[config.mk]
export PLATFORM = sky130hd
export DESIGN_NAME = adt_timer
export DESIGN_NICKNAME = d
export VERILOG_FILES = /design/src/design/adt_pkg.sv /design/src/design/adt_counter.sv /design/src/design/adt_reset_sync.sv /design/src/design/adt_timer.sv
export SDC_FILE = /design/constraint.sdc
export NUM_CORES = 1
export LEC_CHECK = 0
export BUFFER_PORTS_ARGS = -buffer_cell sky130_fd_sc_hd__buf_2
export CORE_ASPECT_RATIO = 1.4
export CORE_MARGIN = 2
export CORE_UTILIZATION = 61
export CTS_BUF_LIST = sky130_fd_sc_hd__clkbuf_4 sky130_fd_sc_hd__clkbuf_8 sky130_fd_sc_hd__clkbuf_16
export DETAILED_ROUTE_END_ITERATION = 10
export HOLD_SLACK_MARGIN = 0.03
export PLACE_DENSITY = 0.76
export SYNTH_ARGS = -nofsm -noshare
export SYNTH_HDL_FRONTEND = slang
export SYNTH_SLANG_ARGS = --single-unit
[constraint.sdc]
create_clock -name clk_i -period 3.8 [get_ports clk_i]
set_clock_uncertainty 0.2 [all_clocks]
set_input_delay 0.19 -clock clk_i [delete_from_list [all_inputs] [get_ports clk_i]]
set_output_delay 0.19 -clock clk_i [all_outputs]
set_load 0.05 [all_outputs]
[src/design/adt_pkg.sv]
// Constants for the alternating dual timer: register map, fields, resets.
// Assumes byte addresses on an 8-bit register port with 8-bit data.
package adt_pkg;

  // ****************************************************************
  // Widths
  // ****************************************************************
  localparam int unsigned ADDR_W  = 8;
  localparam int unsigned DATA_W  = 8;
  localparam int unsigned SHORT_W = 8;
  localparam int unsigned LONG_W  = 16;

  // ****************************************************************
  // Register offsets
  // ****************************************************************
  localparam logic [7:0] ADR_SHORT_CTRL  = 8'h00;
  localparam logic [7:0] ADR_SHARED_CTRL = 8'h01;
  localparam logic [7:0] ADR_LONG_CTRL   = 8'h02;
  localparam logic [7:0] ADR_SRL_LO      = 8'h04;
  localparam logic [7:0] ADR_SRL_HI      = 8'h05;
  localparam logic [7:0] ADR_LRL_LO      = 8'h06;
  localparam logic [7:0] ADR_LRL_HI      = 8'h07;
  localparam logic [7:0] ADR_IRQ_STATUS  = 8'h08;
  localparam logic [7:0] ADR_IRQ_CLEAR   = 8'h09;
  localparam logic [7:0] ADR_IRQ_ENABLE  = 8'h0A;

  // ****************************************************************
  // Field positions
  // ****************************************************************
  localparam int unsigned BIT_ENABLE     = 7;
  localparam int unsigned BIT_SINGLE     = 6;
  localparam int unsigned BIT_TOUT       = 5;
  localparam int unsigned BIT_MASK       = 1;
  localparam int unsigned BIT_PIN        = 0;
  localparam int unsigned BIT_DEMOD      = 6;
  localparam int unsigned MODE_LSB       = 2;
  localparam int unsigned BIT_SHORT_INIT = 1;
  localparam int unsigned BIT_LONG_INIT  = 0;
  localparam int unsigned IRQ_SHORT      = 0;
  localparam int unsigned IRQ_LONG       = 1;

  // ****************************************************************
  // Encodings and reset values
  // ****************************************************************
  localparam logic [1:0] MODE_OFF  = 2'h0;
  localparam logic [1:0] MODE_PING = 2'h1;
  localparam logic [7:0] RST_BYTE  = 8'h00;
  localparam logic [1:0] RST_PAIR  = 2'h0;

endpackage : adt_pkg

[src/design/adt_counter.sv]
// Down counter with load, stop, single-pass halt and auto reload.
// Assumes a synchronised reset and control from the same clock domain.
`timescale 1ns/1ps
`default_nettype none
module adt_counter #(
  parameter int unsigned W = 8
) (
  // Clock and reset
  input  wire logic         clk_i,
  input  wire logic         rst_ni,
  // Control
  input  wire logic         start_i,
  input  wire logic         stop_i,
  input  wire logic         single_i,
  input  wire logic [W-1:0] value_i,
  // Status
  output logic              run_o,
  output logic              tc_o,
  output logic [W-1:0]      count_o
);
  if (W < 2) begin : g_bad_width
    $error("adt_counter: W must be at least 2");
  end

  logic         run_d;
  logic [W-1:0] cnt_d;

  assign tc_o = run_o && (count_o == W'(1));

  always_comb begin
    run_d = run_o;
    cnt_d = count_o;
    if (stop_i) begin
      run_d = 1'b0;
    end else if (start_i) begin
      run_d = 1'b1;
      cnt_d = value_i;
    end else if (run_o) begin
      if (tc_o) begin
        if (single_i) begin
          run_d = 1'b0;
        end else begin
          cnt_d = value_i;
        end
      end else begin
        cnt_d = count_o - W'(1);
      end
    end
  end

  always_ff @(posedge clk_i or negedge rst_ni) begin
    if (!rst_ni) begin
      run_o   <= 1'b0;
      count_o <= '0;
    end else begin
      run_o   <= run_d;
      count_o <= cnt_d;
    end
  end

  restart_load_a: assert property (
    @(posedge clk_i) disable iff (!rst_ni)
    (start_i && !stop_i) |=> (run_o && count_o == $past(value_i)))
    else $error("restart did not load the programmed value");

  single_halt_a: assert property (
    @(posedge clk_i) disable iff (!rst_ni)
    (tc_o && single_i && !start_i) |=> !run_o)
    else $error("single-pass counter kept running after terminal count");
endmodule : adt_counter
`default_nettype wire

[src/design/adt_reset_sync.sv]
// Reset release synchroniser.
// Assumes an asynchronous active-low reset from outside the clock domain.
`timescale 1ns/1ps
`default_nettype none
module adt_reset_sync (
  // Clock and raw reset
  input  wire logic clk_i,
  input  wire logic resetn_i,
  // Synchronised reset
  output logic      rst_no
);
  logic meta_q;

  always_ff @(posedge clk_i or negedge resetn_i) begin
    if (!resetn_i) begin
      meta_q <= 1'b0;
      rst_no <= 1'b0;
    end else begin
      meta_q <= 1'b1;
      rst_no <= meta_q;
    end
  end
endmodule : adt_reset_sync
`default_nettype wire

[src/design/adt_timer.sv]
// Alternating dual timer: short and long counters with ping-pong hand-over.
// Assumes a single 40 MHz clock and a one-cycle strobed register port.
//
// Added by the designer: the strobed register port.
`timescale 1ns/1ps
`default_nettype none
module adt_timer (
  // Clock and reset
  input  wire logic       clk_i,
  input  wire logic       resetn_i,
  // Register port
  input  wire logic [7:0] addr_i,
  input  wire logic [7:0] wdata_i,
  input  wire logic       wr_i,
  input  wire logic       rd_i,
  output logic      [7:0] rdata_o,
  // Timer outputs
  output logic            short_out_o,
  output logic            long_out_o,
  output logic            short_pin_en_o,
  output logic            long_pin_en_o,
  // Interrupt
  output logic            irq_o
);
  localparam int unsigned SW = adt_pkg::SHORT_W;
  localparam int unsigned LW = adt_pkg::LONG_W;

  // ****************************************************************
  // Reset release
  // ****************************************************************
  logic rst_n;

  adt_reset_sync u_rst (
    .clk_i    (clk_i),
    .resetn_i (resetn_i),
    .rst_no   (rst_n)
  );

  // ****************************************************************
  // Register state
  // ****************************************************************
  logic          sc_single_q, sc_single_d;
  logic          sc_mask_q,   sc_mask_d;
  logic          sc_tout_q,   sc_tout_d;
  logic          lc_single_q, lc_single_d;
  logic          lc_mask_q,   lc_mask_d;
  logic          lc_tout_q,   lc_tout_d;
  logic    [1:0] mode_q,      mode_d;
  logic          demod_q,     demod_d;
  logic          sinit_q,     sinit_d;
  logic          linit_q,     linit_d;
  logic    [7:0] srl_lo_q,    srl_lo_d;
  logic    [7:0] srl_hi_q,    srl_hi_d;
  logic    [7:0] lrl_lo_q,    lrl_lo_d;
  logic    [7:0] lrl_hi_q,    lrl_hi_d;
  logic    [1:0] ist_q,       ist_d;
  logic    [1:0] ien_q,       ien_d;
  logic          sout_d,      lout_d;
  logic          spin_d,      lpin_d;
  logic          irq_d;
  logic    [7:0] rdata_d;

  // ****************************************************************
  // Decode and sequencing
  // ****************************************************************
  logic          wr_sc, wr_sh, wr_lc, wr_clr;
  logic          ping;
  logic          s_run, s_tc, l_run, l_tc;
  logic [SW-1:0] s_cnt;
  logic [LW-1:0] l_cnt;
  logic          s_start, s_stop, l_start, l_stop;
  logic          s_lvl;
  logic [SW-1:0] s_val;
  logic [LW-1:0] l_val;

  assign wr_sc  = wr_i && (addr_i == adt_pkg::ADR_SHORT_CTRL);
  assign wr_sh  = wr_i && (addr_i == adt_pkg::ADR_SHARED_CTRL);
  assign wr_lc  = wr_i && (addr_i == adt_pkg::ADR_LONG_CTRL);
  assign wr_clr = wr_i && (addr_i == adt_pkg::ADR_IRQ_CLEAR);

  // Hand-over needs ping-pong selected and transmit mode
  assign ping = (mode_q == adt_pkg::MODE_PING) && !demod_q;

  // Software enable or hand-over starts; hand-over stops the finisher
  assign s_start = (wr_sc && wdata_i[adt_pkg::BIT_ENABLE])
                 || (ping && l_tc);
  assign s_stop  = (wr_sc && !wdata_i[adt_pkg::BIT_ENABLE])
                 || (ping && s_tc);
  assign l_start = (wr_lc && wdata_i[adt_pkg::BIT_ENABLE])
                 || (ping && s_tc);
  assign l_stop  = (wr_lc && !wdata_i[adt_pkg::BIT_ENABLE])
                 || (ping && l_tc);

  // Level the short output takes with this load
  assign s_lvl = s_start ? sinit_q : !short_out_o;
  assign s_val = s_lvl ? srl_hi_q : srl_lo_q;
  assign l_val = {lrl_hi_q, lrl_lo_q};

  adt_counter #(
    .W (SW)
  ) u_short (
    .clk_i    (clk_i),
    .rst_ni   (rst_n),
    .start_i  (s_start),
    .stop_i   (s_stop),
    .single_i (sc_single_q),
    .value_i  (s_val),
    .run_o    (s_run),
    .tc_o     (s_tc),
    .count_o  (s_cnt)
  );

  adt_counter #(
    .W (LW)
  ) u_long (
    .clk_i    (clk_i),
    .rst_ni   (rst_n),
    .start_i  (l_start),
    .stop_i   (l_stop),
    .single_i (lc_single_q),
    .value_i  (l_val),
    .run_o    (l_run),
    .tc_o     (l_tc),
    .count_o  (l_cnt)
  );

  // ****************************************************************
  // Next state
  // ****************************************************************
  always_comb begin
    sc_single_d = sc_single_q;
    sc_mask_d   = sc_mask_q;
    lc_single_d = lc_single_q;
    lc_mask_d   = lc_mask_q;
    mode_d      = mode_q;
    demod_d     = demod_q;
    sinit_d     = sinit_q;
    linit_d     = linit_q;
    srl_lo_d    = srl_lo_q;
    srl_hi_d    = srl_hi_q;
    lrl_lo_d    = lrl_lo_q;
    lrl_hi_d    = lrl_hi_q;
    ien_d       = ien_q;
    spin_d      = short_pin_en_o;
    lpin_d      = long_pin_en_o;
    if (wr_sc) begin
      sc_single_d = wdata_i[adt_pkg::BIT_SINGLE];
      sc_mask_d   = wdata_i[adt_pkg::BIT_MASK];
      spin_d      = wdata_i[adt_pkg::BIT_PIN];
    end
    if (wr_lc) begin
      lc_single_d = wdata_i[adt_pkg::BIT_SINGLE];
      lc_mask_d   = wdata_i[adt_pkg::BIT_MASK];
      lpin_d      = wdata_i[adt_pkg::BIT_PIN];
    end
    if (wr_sh) begin
      mode_d  = wdata_i[adt_pkg::MODE_LSB+1:adt_pkg::MODE_LSB];
      demod_d = wdata_i[adt_pkg::BIT_DEMOD];
      sinit_d = wdata_i[adt_pkg::BIT_SHORT_INIT];
      linit_d = wdata_i[adt_pkg::BIT_LONG_INIT];
    end
    if (wr_i && addr_i == adt_pkg::ADR_SRL_LO) srl_lo_d = wdata_i;
    if (wr_i && addr_i == adt_pkg::ADR_SRL_HI) srl_hi_d = wdata_i;
    if (wr_i && addr_i == adt_pkg::ADR_LRL_LO) lrl_lo_d = wdata_i;
    if (wr_i && addr_i == adt_pkg::ADR_LRL_HI) lrl_hi_d = wdata_i;
    if (wr_i && addr_i == adt_pkg::ADR_IRQ_ENABLE) ien_d = wdata_i[1:0];

    // Sticky flags, set beats a clear in the same cycle
    sc_tout_d = s_tc || (sc_tout_q
              && !(wr_sc && wdata_i[adt_pkg::BIT_TOUT]));
    lc_tout_d = l_tc || (lc_tout_q
              && !(wr_lc && wdata_i[adt_pkg::BIT_TOUT]));
    ist_d = {l_tc, s_tc}
          | (ist_q & ~(wr_clr ? wdata_i[1:0] : 2'h0));
    irq_d = |(ist_d & ien_q & {lc_mask_q, sc_mask_q});

    // Outputs take the initial level on start, toggle at terminal count
    sout_d = short_out_o;
    if (s_start && !s_stop) begin
      sout_d = sinit_q;
    end else if (s_tc) begin
      sout_d = !short_out_o;
    end
    lout_d = long_out_o;
    if (l_start && !l_stop) begin
      lout_d = linit_q;
    end else if (l_tc) begin
      lout_d = !long_out_o;
    end

    // Read data valid only in the cycle after the read strobe
    rdata_d = adt_pkg::RST_BYTE;
    if (rd_i) begin
      case (addr_i)
        adt_pkg::ADR_SHORT_CTRL:  rdata_d = {s_run, sc_single_q,
                                   sc_tout_q, 3'h0, sc_mask_q,
                                   short_pin_en_o};
        adt_pkg::ADR_SHARED_CTRL: rdata_d = {1'b0, demod_q, 2'h0,
                                   mode_q, sinit_q, linit_q};
        adt_pkg::ADR_LONG_CTRL:   rdata_d = {l_run, lc_single_q,
                                   lc_tout_q, 3'h0, lc_mask_q,
                                   long_pin_en_o};
        adt_pkg::ADR_SRL_LO:      rdata_d = srl_lo_q;
        adt_pkg::ADR_SRL_HI:      rdata_d = srl_hi_q;
        adt_pkg::ADR_LRL_LO:      rdata_d = lrl_lo_q;
        adt_pkg::ADR_LRL_HI:      rdata_d = lrl_hi_q;
        adt_pkg::ADR_IRQ_STATUS:  rdata_d = {6'h00, ist_q};
        adt_pkg::ADR_IRQ_ENABLE:  rdata_d = {6'h00, ien_q};
        default:                  rdata_d = adt_pkg::RST_BYTE;
      endcase
    end
  end

  // ****************************************************************
  // Registers
  // ****************************************************************
  always_ff @(posedge clk_i or negedge rst_n) begin
    if (!rst_n) begin
      sc_single_q    <= 1'b0;
      sc_mask_q      <= 1'b0;
      sc_tout_q      <= 1'b0;
      lc_single_q    <= 1'b0;
      lc_mask_q      <= 1'b0;
      lc_tout_q      <= 1'b0;
      mode_q         <= adt_pkg::MODE_OFF;
      demod_q        <= 1'b0;
      sinit_q        <= 1'b0;
      linit_q        <= 1'b0;
      srl_lo_q       <= adt_pkg::RST_BYTE;
      srl_hi_q       <= adt_pkg::RST_BYTE;
      lrl_lo_q       <= adt_pkg::RST_BYTE;
      lrl_hi_q       <= adt_pkg::RST_BYTE;
      ist_q          <= adt_pkg::RST_PAIR;
      ien_q          <= adt_pkg::RST_PAIR;
      short_out_o    <= 1'b0;
      long_out_o     <= 1'b0;
      short_pin_en_o <= 1'b0;
      long_pin_en_o  <= 1'b0;
      irq_o          <= 1'b0;
      rdata_o        <= adt_pkg::RST_BYTE;
    end else begin
      sc_single_q    <= sc_single_d;
      sc_mask_q      <= sc_mask_d;
      sc_tout_q      <= sc_tout_d;
      lc_single_q    <= lc_single_d;
      lc_mask_q      <= lc_mask_d;
      lc_tout_q      <= lc_tout_d;
      mode_q         <= mode_d;
      demod_q        <= demod_d;
      sinit_q        <= sinit_d;
      linit_q        <= linit_d;
      srl_lo_q       <= srl_lo_d;
      srl_hi_q       <= srl_hi_d;
      lrl_lo_q       <= lrl_lo_d;
      lrl_hi_q       <= lrl_hi_d;
      ist_q          <= ist_d;
      ien_q          <= ien_d;
      short_out_o    <= sout_d;
      long_out_o     <= lout_d;
      short_pin_en_o <= spin_d;
      long_pin_en_o  <= lpin_d;
      irq_o          <= irq_d;
      rdata_o        <= rdata_d;
    end
  end

  // ****************************************************************
  // Checks
  // ****************************************************************
  short_handover_a: assert property (
    @(posedge clk_i) disable iff (!rst_n)
    (ping && s_tc && !wr_i) |=> (l_run && !s_run))
    else $error("short terminal count did not hand over to long");

  long_handover_a: assert property (
    @(posedge clk_i) disable iff (!rst_n)
    (ping && l_tc && !wr_i) |=> (s_run && !l_run))
    else $error("long terminal count did not hand back to short");

  short_init_a: assert property (
    @(posedge clk_i) disable iff (!rst_n)
    (s_start && !s_stop) |=> (short_out_o == $past(sinit_q)))
    else $error("short output did not take its initial level");

  short_load_a: assert property (
    @(posedge clk_i) disable iff (!rst_n)
    (s_start && !s_stop) |=> (s_cnt == ($past(sinit_q)
      ? $past(srl_hi_q) : $past(srl_lo_q))))
    else $error("short counter loaded the wrong reload byte");

  long_start_a: assert property (
    @(posedge clk_i) disable iff (!rst_n)
    (l_start && !l_stop) |=> (long_out_o == $past(linit_q)
      && l_cnt == $past({lrl_hi_q, lrl_lo_q})))
    else $error("long counter start level or load wrong");

  timeout_flag_a: assert property (
    @(posedge clk_i) disable iff (!rst_n)
    (s_tc || (sc_tout_q && !(wr_sc && wdata_i[adt_pkg::BIT_TOUT])))
    |=> sc_tout_q)
    else $error("short timeout flag lost");

  independent_a: assert property (
    @(posedge clk_i) disable iff (!rst_n)
    (mode_q == adt_pkg::MODE_OFF && s_tc && !l_run && !wr_i)
    |=> !l_run)
    else $error("hand-over occurred with mode off");

  demod_block_a: assert property (
    @(posedge clk_i) disable iff (!rst_n)
    (demod_q && s_tc && !l_run && !wr_i) |=> !l_run)
    else $error("hand-over occurred in demodulation mode");

  irq_raise_a: assert property (
    @(posedge clk_i) disable iff (!rst_n)
    ($rose(ist_q[adt_pkg::IRQ_SHORT]) && $past(sc_mask_q)
      && $past(ien_q[adt_pkg::IRQ_SHORT])) |-> irq_o)
    else $error("short terminal count interrupt not raised");
endmodule : adt_timer
`default_nettype wire

== Yosys cells after proc, flatten, opt, wreduce, memory -nomap -nowiden ==
Cells that the tools add are included.
Widths: inputs -> output; s select.
Storage, ports and cells
  output and inout bits: 13
  memories kept: 0
  bits of input ports: 20
  logic and storage cells: 124
  flip-flop bits (word level): 88
  memory bits (read-only): 0
  RAM bits: 0
  bits in latches: 0
Operators by class
  mux-type cells: 27
  divide/modulo/power cells: 0
  eq/ne operators: 14
  bitwise gates (word level): 7
  $lt $le $gt $ge: 0
  reductions and logical operators: 46
  multipliers: 0
  shift-type cells: 0
  add/sub/neg operators: 2
Operators by type and width (number)
  $pmux 8 s9: 1
  $mux 16: 4
  $mux 8: 6
  $eq 8x3->1 const B: 4
  $eq 8x4->1 const B: 3
  $logic_and 1x1->1: 24
  $eq 16x1->1 const B: 1
  $eq 8x1->1 const B: 2
  $sub 16x1->16 const B: 1
  $mux 1: 15
  $eq 8x2->1 const B: 1
  $logic_not 1->1: 8
  $logic_not 8->1: 1
  $reduce_bool 2->1: 4
  $sub 8x1->8 const B: 1
  $and 2x2->2: 3
  $logic_or 1x1->1: 6
  $ne 3x2->1 const B: 2
  $reduce_and 3->1: 2
  $eq 2x1->1 const B: 1
  $mux 2: 1
  $not 1->1: 2
  $not 2->2: 1
  $or 2x2->2: 1
  $reduce_or 2->1: 1

== Longest topological paths before layout ==
Gate-level depths: netlist of the first run.
  word-level depth: 10
  mapped depth: 10
  depth with buffers taken out: 9

== Hierarchy ==
From an unflattened synthesis of the first run, not the netlist that was laid out.
Unflattened totals
  cell total of the unflattened synthesis: 431
  area, all modules: 4909.7 sq um
By module, submodules not included
  adt_timer: cells each 243, area an instance 3067.9 sq um, instances 1, sequential area each 1501.4 sq um
  adt_counter at u_long: cells each 124, area an instance 1173.6 sq um, instances 1, sequential area each 425.4 sq um
  adt_counter at u_short: cells each 61, area an instance 614.3 sq um, instances 1, sequential area each 225.2 sq um
  adt_reset_sync: cells each 3, area an instance 53.8 sq um, instances 1, sequential area each 50.0 sq um

== Least setup slack after synthesis of the first run ==
OpenSTA, ideal clock, no wires.
  path type: register to register
  start point: register u_short.count_o[1]
  end point: register u_short.count_o[1]
  stages on the path, launching flop included: 10
  arrival time: 1867 ps
  period minus slack after synthesis: 2196 ps
  setup time: 129 ps
  required time: 3471 ps
  buffers on the path: 1
  setup slack: 1604 ps
  cell sequence: dfrtp_1 > inv_1 > ha_1 > nor4bb_1 > and2_1 > clkbuf_1 > nand2_1 > mux2_4 > o21ai_0 > o22ai_1
On the way
  longest elaborated chain between the ends: 6
  elaborated cells on any way between the ends: 11
  classes of those cells: add/sub (1); eq/ne (2); mux (3); bitwise (1); reduce/logical (4)
RTL lines
  start, declared: RTL line adt_counter.sv:19  | output logic [W-1:0] count_o
  start signal, assigned: RTL line adt_counter.sv:57  | count_o <= cnt_d;
  parallel branches: the longest is 6 deep, another holds $sub 8x1->8
Several ways; the timed one is not identified. The select of a mux whose other input is x is not followed.
A chain may end at the register's enable or synchronous reset.

== Worst setup path in the final report of the first run ==
  start point: register u_short.count_o[1]
  end point: register u_long.count_o[14]
On the way
  longest elaborated chain between the ends: 6
  elaborated cells on any way between the ends: 8
  classes of those cells: eq/ne (2); mux (1); reduce/logical (5)
RTL lines
  $eq 8x1->1 *: RTL line adt_counter.sv:28  | assign tc_o = run_o && (count_o == W'(1));
  $logic_and 1x1->1 *: RTL line adt_counter.sv:28
  $logic_and 1x1->1 *: RTL line adt_timer.sv:90  | || (ping && s_tc);
  $logic_or 1x1->1 *: RTL line adt_timer.sv:90
  $ne 3x2->1 (no source line) / $reduce_bool 2->1 (equally long branches)
  $reduce_and 3->1 (no source line)
  end signal, assigned: RTL line adt_counter.sv:57
  end, declared: RTL line adt_counter.sv:19
Every way passes the cells marked *; elsewhere a longest branch is shown, timed or not.

==> results of run 1 <==
==> synthesized netlist by cell type, drive strengths merged (6+ instances only) <==
master	n	area share, %
dfrtp	88	46
nand2	52	4.1
mux2	42	10
a21oi	33	3.6
nor2	31	2.5
o21ai	31	3.2
buf	19	3.2
nor3	16	1.9
nand3	13	1.3
o22ai	11	1.4
inv	9	0.70
nor4	8	1.8
and3	7	0.93
a22oi	6	0.93
mux4	6	2.8
or3	6	0.78
==> worst min path at each step <==
stage	slack, ns	endpoint	cells after the start
3_5_place_dp	-0.22	u_rst.meta_q$_DFF_PN0_	1
5_1_grt	0.11	ist_q[0]$_DFF_PN0_	3
3_3_place_gp	-0.23	u_rst.meta_q$_DFF_PN0_	1
2_1_floorplan	-0.31	u_rst.meta_q$_DFF_PN0_	0
6_report	0.08	lc_single_q$_DFFE_PN0N_	5
4_1_cts	0.07	lc_single_q$_DFFE_PN0N_	5
==> through the flow <==
step | instance area [um2] | hold slack [ns] | cells
2_1_floorplan | 4840 | -0.306 | 464
3_3_place_gp | 4970 | -0.225 | 574
6_report | 5300 | 0.0847 | 601
5_1_grt | 5300 | 0.112 | 601
4_1_cts | 5300 | 0.0670 | 601
3_5_place_dp | 4970 | -0.224 | 574
==> placed cells by master (no fill, tap or decap), types with 5 or more instances in the layout <==
master / Yosys / routed
mux4_2: 6 / 6
o22ai_1: 11 / 11
and2_1: 5 / 5
a21oi_1: 31 / 31
buf_2: 7 / 32
nand3_1: 13 / 13
dfrtp_1: 88 / 87
mux2_1: 8 / 8
o21ai_1: 12 / 12
and3_1: 6 / 6
inv_1: 9 / 9
nor3_1: 15 / 15
nor2_1: 30 / 30
nand2_1: 51 / 51
nor4_1: 5 / 5
or3_1: 6 / 6
nor2b_1: 5 / 5
a22oi_1: 6 / 6
xor2_1: 5 / 5
mux2i_1: 5 / 5
dlygate4sd3_1: 0 / 11
clkbuf_8: 0 / 9
mux2_4: 9 / 9
o21ai_0: 19 / 19
mux2_2: 25 / 25
==> worst min-delay path, delay by kind of cell <==
kind / cells / cell delay (ns)
AND/OR/NAND/NOR: 4 / 0.34
buffers and inverters: 1 / 0.10
==> cell type report <==
class / instances / area share, %
inverter: 10 / 0.732
timing repair buffer: 45 / 5.38
clock inverter: 7 / 1.79
sequential: 88 / 41.6
clock buffer: 9 / 2.34
multi-input combinational: 342 / 45.8
tap: 100 / 2.36
==> per-layer routing <==
metal | share of wire (%) | track usage [%]
met1 | 39 | 37.2
met2 | 52 | 52.1
met3 | 4.9 | 3.78
met4 | 4.5 | 19.1
met5 | 0 | 0
==> report_power, final <==
group          total [mW]  switching [mW]  internal (mW)
registers            1.22           0.172           1.05
clock network       0.713           0.342          0.371
logic               0.531           0.291          0.240
==> registers in the layout (all words and copies together) (netlist names), 2 cells and up <==
name,count
ien_q,2
ist_q,2
lrl_hi_q,8
lrl_lo_q,8
mode_q,2
rdata_o,8
srl_hi_q,8
srl_lo_q,8
u_long.count_o,16
u_short.count_o,8
==> cell families after synthesis <==
logic type / share of synthesized area [%]
flops: 45.5
fa+ha+maj: 1.03
xor+xnor: 1.27
compound gates: 14.7
mux: 14.3
other cells: 0.0775
simple gates: 18.8
buf+inv: 4.34
==> flow_summary.ini, run 1 <==
[timing]
max_freq_mhz = 328
finalSetupViolations = 0
setup-tns-final_ns = 0
period_share_pct = 80.2
final_hold_viol_count = 0
setup_ws_ns = 0.754
max-slew-margin-rel_pct = 27.8
rsz0062_at_grt = false
fin_crit_ns = 3.05
drv_slew = 0
worst_pin_slew_ns = 1.08

[die]
initial_utilization_pct = 62.8
core_mm2 = 0.00770
die_y_um = 109
num_rows = 38
die-area_mm2 = 0.00867
num_io_pins = 33
fp.dieW_um = 79.3

[routing]
drc = 0
viasPerCell = 6.51
avgRoutedWirePerCell_um = 20.3
ant_nets = 0
first_pass_iters = 5
vias = 3911
wirelength_um = 12200
drt_iter0_markers = 445

[logic_synthesis]
synth_area_mm2 = 0.00484
syn_inst = 464
async_flop_share_pct = 100
synth.avg_cell_area_um2 = 10.4
synth_edf_count = 0
yosys_register_bits = 88
yosysUniqueCellTypes = 72
postSynthNetCount = 488
synth_warnings = 0
ys.flop_type = dfrtp_1
synth_seq_area_share_pct = 45.5

[worst_setup_path]
critPathLaunchType = flip-flop
crit_arrival_ns = 3.08
cp_slowest_cell = a22o_1
cp_max_fo = 26
required_ns = 3.83
path_depth = 9
cp_num_buf_inv = 2
path_class = flip-flop to flip-flop
endpoint = u_long.count_o[14]$_DFFE_PN0P_
reg2reg_slack_ns = 0.75
reg2reg_depth = 9
path_common_cell = o21ai_0
cp_top_family = compound AO/OA/AOI/OAI gates
crit_start = u_short.count_o[1]$_DFFE_PN0P_
r2r_start = u_short.count_o[1]$_DFFE_PN0P_
cp_cell_sequence = inv_1 -> ha_1 -> nor4bb_1 -> and3_1 -> o21ai_0 -> a22o_1 -> clkinv_2 -> o21ai_0 -> o2bb2ai_1
end_kind = flip-flop
crit_path_max_incr_delay_ns = 0.55
timing.rr.end = u_long.count_o[14]$_DFFE_PN0P_

[global_route]
antenna_found_initial = 0
grt_start_max_net_pins = 87
grt_use_total_pct = 30.7
grt.overflow.total = 0
grt_pass1_wl_um = 19900
grt_pass1_vias = 3848

[hold_path]
worst_hold_startpoint = addr_i[6]
hold_path.class = input port to flip-flop

[power]
power_density_mw_per_mm2 = 465
fin_total_pwr_mw = 2.46
leakagePower_nw = 2.47
peakVddDrop_mv = 0.327

[status]
status = finished clean

[finish]
n_antenna_cell = 0
final_util_pct = 68.8
area_delta_synth_final_pct = 9.54
drive_gt1_share_pct = 22.0
multi_input_area_mm2 = 0.00243
fin_nets = 520
fillers = 603
regArea_mm2 = 0.00221

[cts]
cts_resized = 0
holdBufCountCts = 11
clk_pin_slew_ns = 0.09
cts_buffers = 9
cts.sinks = 88
cts_max_level = 3
cts.path.max_buffers = 2
clk_latency_ns = 0.37
cts_tree = yes
postCtsSetupBuffers = 0
root_buffer = clkbuf_8

[placement]
place_ws_ns = 0.860
place.gp.congestion = 0.961
io_buffers = 32
dp_hpwl_um = 8810

[flow_run]
cap_violations = 0
No activity file was read; power rests on OpenSTA's default activity.
==> run 2, diff against run 1 <==
==> constraint.sdc (replaced) <==
create_clock -name clk_i -period 3.12 [get_ports clk_i]
set_clock_uncertainty 0.2 [all_clocks]
set_input_delay 0.156 -clock clk_i [delete_from_list [all_inputs] [get_ports clk_i]]
set_output_delay 0.156 -clock clk_i [all_outputs]
set_load 0.05 [all_outputs]
==> run 2 against run 1 <==
Critical path depth unchanged. Die area unchanged. Count of clock-buffer cells in the layout up 3. Combinational power up 21%. Global-route usage down 0.35 points. Sequential power up 21%. Worst setup slack worse by 0.36 ns. Clock power up 16%. Sequential share of layout area down 0.23 points. Utilization up 0.39 points. Register-to-register slack worse by 0.36 ns. Final cell count up 0.83%.
==> flow_summary.ini, run 2 (synthesis gave the netlist of run 1 again) <==
[cts]
cts_buffers = 9
cts.sinks = 88
cts_tree = yes
cts_resized = 0
clk_pin_slew_ns = 0.09
holdBufCountCts = 11
postCtsSetupBuffers = 0
clk_latency_ns = 0.37
cts.path.max_buffers = 2
cts_max_level = 3
root_buffer = clkbuf_8

[global_route]
antenna_found_initial = 0
grt_pass1_wl_um = 20100
grt.overflow.total = 0
grt_use_total_pct = 30.4
grt_start_max_net_pins = 87
grt_pass1_vias = 3877

[die]
initial_utilization_pct = 62.8
die-area_mm2 = 0.00867
fp.dieW_um = 79.3
num_io_pins = 33
num_rows = 38
core_mm2 = 0.00770
die_y_um = 109

[timing]
fin_crit_ns = 2.73
worst_pin_slew_ns = 1.09
final_hold_viol_count = 0
max-slew-margin-rel_pct = 27.6
period_share_pct = 87.4
max_freq_mhz = 367
setup-tns-final_ns = 0
drv_slew = 0
finalSetupViolations = 0
rsz0062_at_grt = false

[routing]
first_pass_iters = 5
drc = 0
avgRoutedWirePerCell_um = 19.8
vias = 3901
wirelength_um = 12000
viasPerCell = 6.44
ant_nets = 0
drt_iter0_markers = 373

[finish]
drive_gt1_share_pct = 22.7
n_antenna_cell = 0
largest_reg_flops = 16
final_cell_mix = dfrtp_1, nand2_1, buf_2, a21oi_1, nor2_1
final_util_pct = 69.2
fillers = 591
fin_area_mm2 = 0.00533
area_delta_synth_final_pct = 10.2
fin_nets = 525
regMostFlops = u_long.count_o
mostFrequentLayoutCell = dfrtp_1

[status]
status = finished clean

[worst_setup_path]
path_class = flip-flop to flip-flop
cp_max_fo = 16
critPathLaunchType = flip-flop
crit_arrival_ns = 2.84
required_ns = 3.23
end_kind = flip-flop

[placement]
io_buffers = 32
place.gp.congestion = 1.01
place_area_mm2 = 0.00501
dp_hpwl_um = 8680

[power]
power_density_mw_per_mm2 = 554
leakagePower_nw = 2.48
peakVddDrop_mv = 0.330

[hold_path]
hold_path.class = input port to flip-flop

[flow_run]
cap_violations = 0
run 2: cell types whose count changed in the layout (fill, tap and decap cells not counted), moves of 2 or more:
| cell | change |
|---|---|
| buf_4 | +5 |
| clkbuf_8 | +2 |
| clkinv_2 | -2 |
| clkinvlp_4 | +2 |
run 2: power breakdown:
part           switching, mW  internal (mW)  leakage, nW
combinational          0.345          0.296         1.21
sequential             0.207           1.28         1.18
clock                  0.405          0.423       0.0983
run 2: worst paths after layout:
check,start,depth (start not counted),slack [ns],end
hold reg to reg,u_rst.meta_q$_DFF_PN0_,0,0.16,u_rst.rst_no$_DFF_PN0_
hold / removal,addr_i[3],3,0.05,ist_q[1]$_DFF_PN0_
setup / recovery,u_short.count_o[1]$_DFFE_PN0P_,9,0.39,u_long.count_o[13]$_DFFE_PN0P_
max in group asynchronous,u_rst.rst_no$_DFF_PN0_,0,1.69,ien_q[0]$_DFFE_PN0P_
setup reg to reg,u_short.count_o[1]$_DFFE_PN0P_,9,0.39,u_long.count_o[13]$_DFFE_PN0P_
min in group asynchronous,u_rst.rst_no$_DFF_PN0_,0,0.35,lrl_lo_q[2]$_DFFE_PN0P_
run 2: final cells by class:
type	count	area, um2	area share, %
Clock buffer	12	159	2.98
Clock inverter	4	52.6	0.986
Sequential cell	88	2210	41.4
Multi-Input combinational cell	342	2430	45.5
Inverter	10	38.8	0.728
Timing Repair Buffer	50	323	6.06
Tap cell	100	125	2.35
run 2: metrics by stage:
| step | hold slack (ns) | instances | power, mW | setup slack, ns |
|---|---|---|---|---|
| floorplan | -0.340 | 464 | 1.95 | 0.287 |
| global placement | -0.260 | 579 | 2.10 | 0.542 |
| detailed placement | -0.258 | 579 | 2.13 | 0.452 |
| CTS | 0.0304 | 606 | 2.96 | 0.431 |
| global route | 0.0531 | 606 | 3.11 | 0.141 |
| finish | 0.0450 | 606 | 2.95 | 0.394 |
run 2: layer usage:
metal / up-vias / global-route usage [%] / wire [um]
li1: 1776 / - / -
met1: 1915 / 38.5 / 4940
met2: 168 / 51.1 / 6090
met3: 42 / 3.86 / 543
met4: 0 / 15.8 / 436
met5: - / 0 / 0
run 2: critical path, cell delays in order, from the launching register on:
cell and delay, ns:
dfrtp_1 0.41, inv_1 0.11, ha_1 0.16, nor4bb_1 0.46
and3_1 0.32, o21ai_0 0.10, a22o_1 0.38, buf_4 0.25
a21oi_1 0.14, o22a_1 0.15
==> run 3, diff against run 2 <==
--- a/config.mk
+++ b/config.mk
@@ -5,12 +5,12 @@
 export SDC_FILE = /design/constraint.sdc
 export NUM_CORES = 1
 export LEC_CHECK = 0
-export BUFFER_PORTS_ARGS = -buffer_cell sky130_fd_sc_hd__buf_2
 export CORE_ASPECT_RATIO = 1.4
 export CORE_MARGIN = 2
-export CORE_UTILIZATION = 61
+export CORE_UTILIZATION = 64
 export CTS_BUF_LIST = sky130_fd_sc_hd__clkbuf_4 sky130_fd_sc_hd__clkbuf_8 sky130_fd_sc_hd__clkbuf_16
 export DETAILED_ROUTE_END_ITERATION = 10
+export DONT_BUFFER_PORTS = 1
 export HOLD_SLACK_MARGIN = 0.03
 export PLACE_DENSITY = 0.76
 export SYNTH_ARGS = -nofsm -noshare
==> run 3 against run 2 <==
Via count fell by 0.69%. Clock power fell by 5.0%. Utilization rose by 2.3 points. Sequential power barely moved. Register-to-register slack improved by 0.11 ns. Non-clock buffer count fell by 21. Combinational power fell by 5.9%. Largest cell class unchanged.
==> flow_summary.ini, run 3 (synthesis gave the netlist of run 1 again) <==
[worst_setup_path]
cp_slowest_cell = dlygate4sd3_1
critPathLaunchType = input port
crit_arrival_ns = 2.82
end_kind = flip-flop
cp_num_buf_inv = 3
path_class = input port to flip-flop
cp_cell_sequence = dlygate4sd3_1 -> nor3_4 -> dlygate4sd3_1 -> nand2_1 -> dlygate4sd3_1 -> nand2_1 -> nand2_1
required_ns = 3.19
cp_max_fo = 9
cp_top_family = buffers and inverters
crit_path_max_incr_delay_ns = 0.73

[cts]
cts.sinks = 88
cts.path.max_buffers = 2
cts_tree = yes
cts_buffers = 9
cts_max_level = 3
root_buffer = clkbuf_8
clk_pin_slew_ns = 0.09
clk_latency_ns = 0.37

[routing]
wirelength_um = 12500
avgRoutedWirePerCell_um = 21.5
vias = 3874
wl_met1_um = 4900
drt_iter0_markers = 451
met2_length_um = 6180
ant_nets = 0
viasPerCell = 6.66
first_pass_iters = 6
drc = 0
top_layer = met4
met3_length_um = 725

[global_route]
antenna_found_initial = 0
grt_pass1_wl_um = 20500
grt.overflow.total = 0
grt_start_max_net_pins = 87
grt_pass1_vias = 3873
grt_use_total_pct = 32.4

[flow_run]
cap_violations = 0

[power]
peakVddDrop_mv = 0.460
fin_total_pwr_mw = 2.89
leakagePower_nw = 2.38
power_density_mw_per_mm2 = 549

[timing]
max-slew-margin-rel_pct = 25.9
setup_ws_ns = 0.364
finalSetupViolations = 0
period_share_pct = 88.3
fin_crit_ns = 2.76
rsz0062_at_grt = false
setup-tns-final_ns = 0
max_freq_mhz = 363
drv_slew = 0
worst_pin_slew_ns = 1.11
final_hold_viol_count = 0

[placement]
io_buffers = 0
dp_hpwl_um = 8520
place_ws_ns = 0.581
place.gp.congestion = 0.942
place_inst = 541

[finish]
n_antenna_cell = 0
area_delta_synth_final_pct = 8.79
drive_gt1_share_pct = 16.5
final_cell_mix = dfrtp_1, nand2_1, a21oi_1, nor2_1
fin_nets = 504
regMostFlops = u_long.count_o
mostFrequentLayoutCell = dfrtp_1
largest_reg_flops = 16
fin_cells = 582

[die]
die-area_mm2 = 0.00828
fp.dieW_um = 77.5
num_io_pins = 33
initial_utilization_pct = 65.7
core_mm2 = 0.00736
num_rows = 37
die_y_um = 107

[status]
status = finished clean

[hold_path]
hold_path.class = input port to flip-flop
[run 3: metal layers]
layer	vias up	track usage [%]
li1	1733	-
met1	1886	39.0
met2	195	54.2
met3	60	6.06
met4	0	18.8
met5	-	0
[run 3: area by class of cell]
cell class	count	area (um2)
Sequential cell	88	2210
Fill cell	528	2100
Clock buffer	10	131
Inverter	10	38.8
Multi-Input combinational cell	342	2430
Timing Repair Buffer	29	280
Tap cell	97	121
Clock inverter	6	60.1
[run 3: final timing paths]
path	startpoint	to	slack (ns)	depth (start not counted)
max reg2reg	u_short.count_o[1]$_DFFE_PN0P_	u_long.count_o[10]$_DFFE_PN0P_	0.50	9
min reg2reg	u_rst.meta_q$_DFF_PN0_	u_rst.rst_no$_DFF_PN0_	0.16	0
max in group asynchronous	u_rst.rst_no$_DFF_PN0_	lrl_hi_q[0]$_DFFE_PN0P_	1.67	0
min in group asynchronous	resetn_i	u_rst.rst_no$_DFF_PN0_	0.34	2
min	addr_i[0]	lrl_hi_q[5]$_DFFE_PN0P_	0.04	2
max	addr_i[3]	short_pin_en_o$_DFFE_PN0N_	0.36	7
[run 3: stage by stage]
stage | instance area, um2 | util [%] | hold WS (ns)
5_1_grt | 5260 | 71.5 | 0.0376
4_1_cts | 5260 | 71.5 | 0.0305
3_3_place_gp | 4820 | 65.5 | -0.340
6_report | 5260 | 71.5 | 0.0382
2_1_floorplan | 4840 | - | -0.340
3_5_place_dp | 4820 | 65.5 | -0.340
[run 3: timing repair]
action	in CTS	in global routing
hold buffers	25	0
gates resized for setup	0	0
hold endpoints to repair	68	0
setup buffers	0	0
[run 3: worst register-to-register path, delay by kind of cell (launching register included)]
family	cells	cell delay (ns)
adders and majority gates	1	0.16
buffers and inverters	2	0.35
AOI/OAI and AO/OA	4	0.67
and+or+nand+nor	2	0.73
DFF	1	0.40
[run 3: report_power, final]
part           internal (mW)  switching [mW]
Combinational          0.289           0.313
Sequential              1.28           0.227
Clock                  0.375           0.413
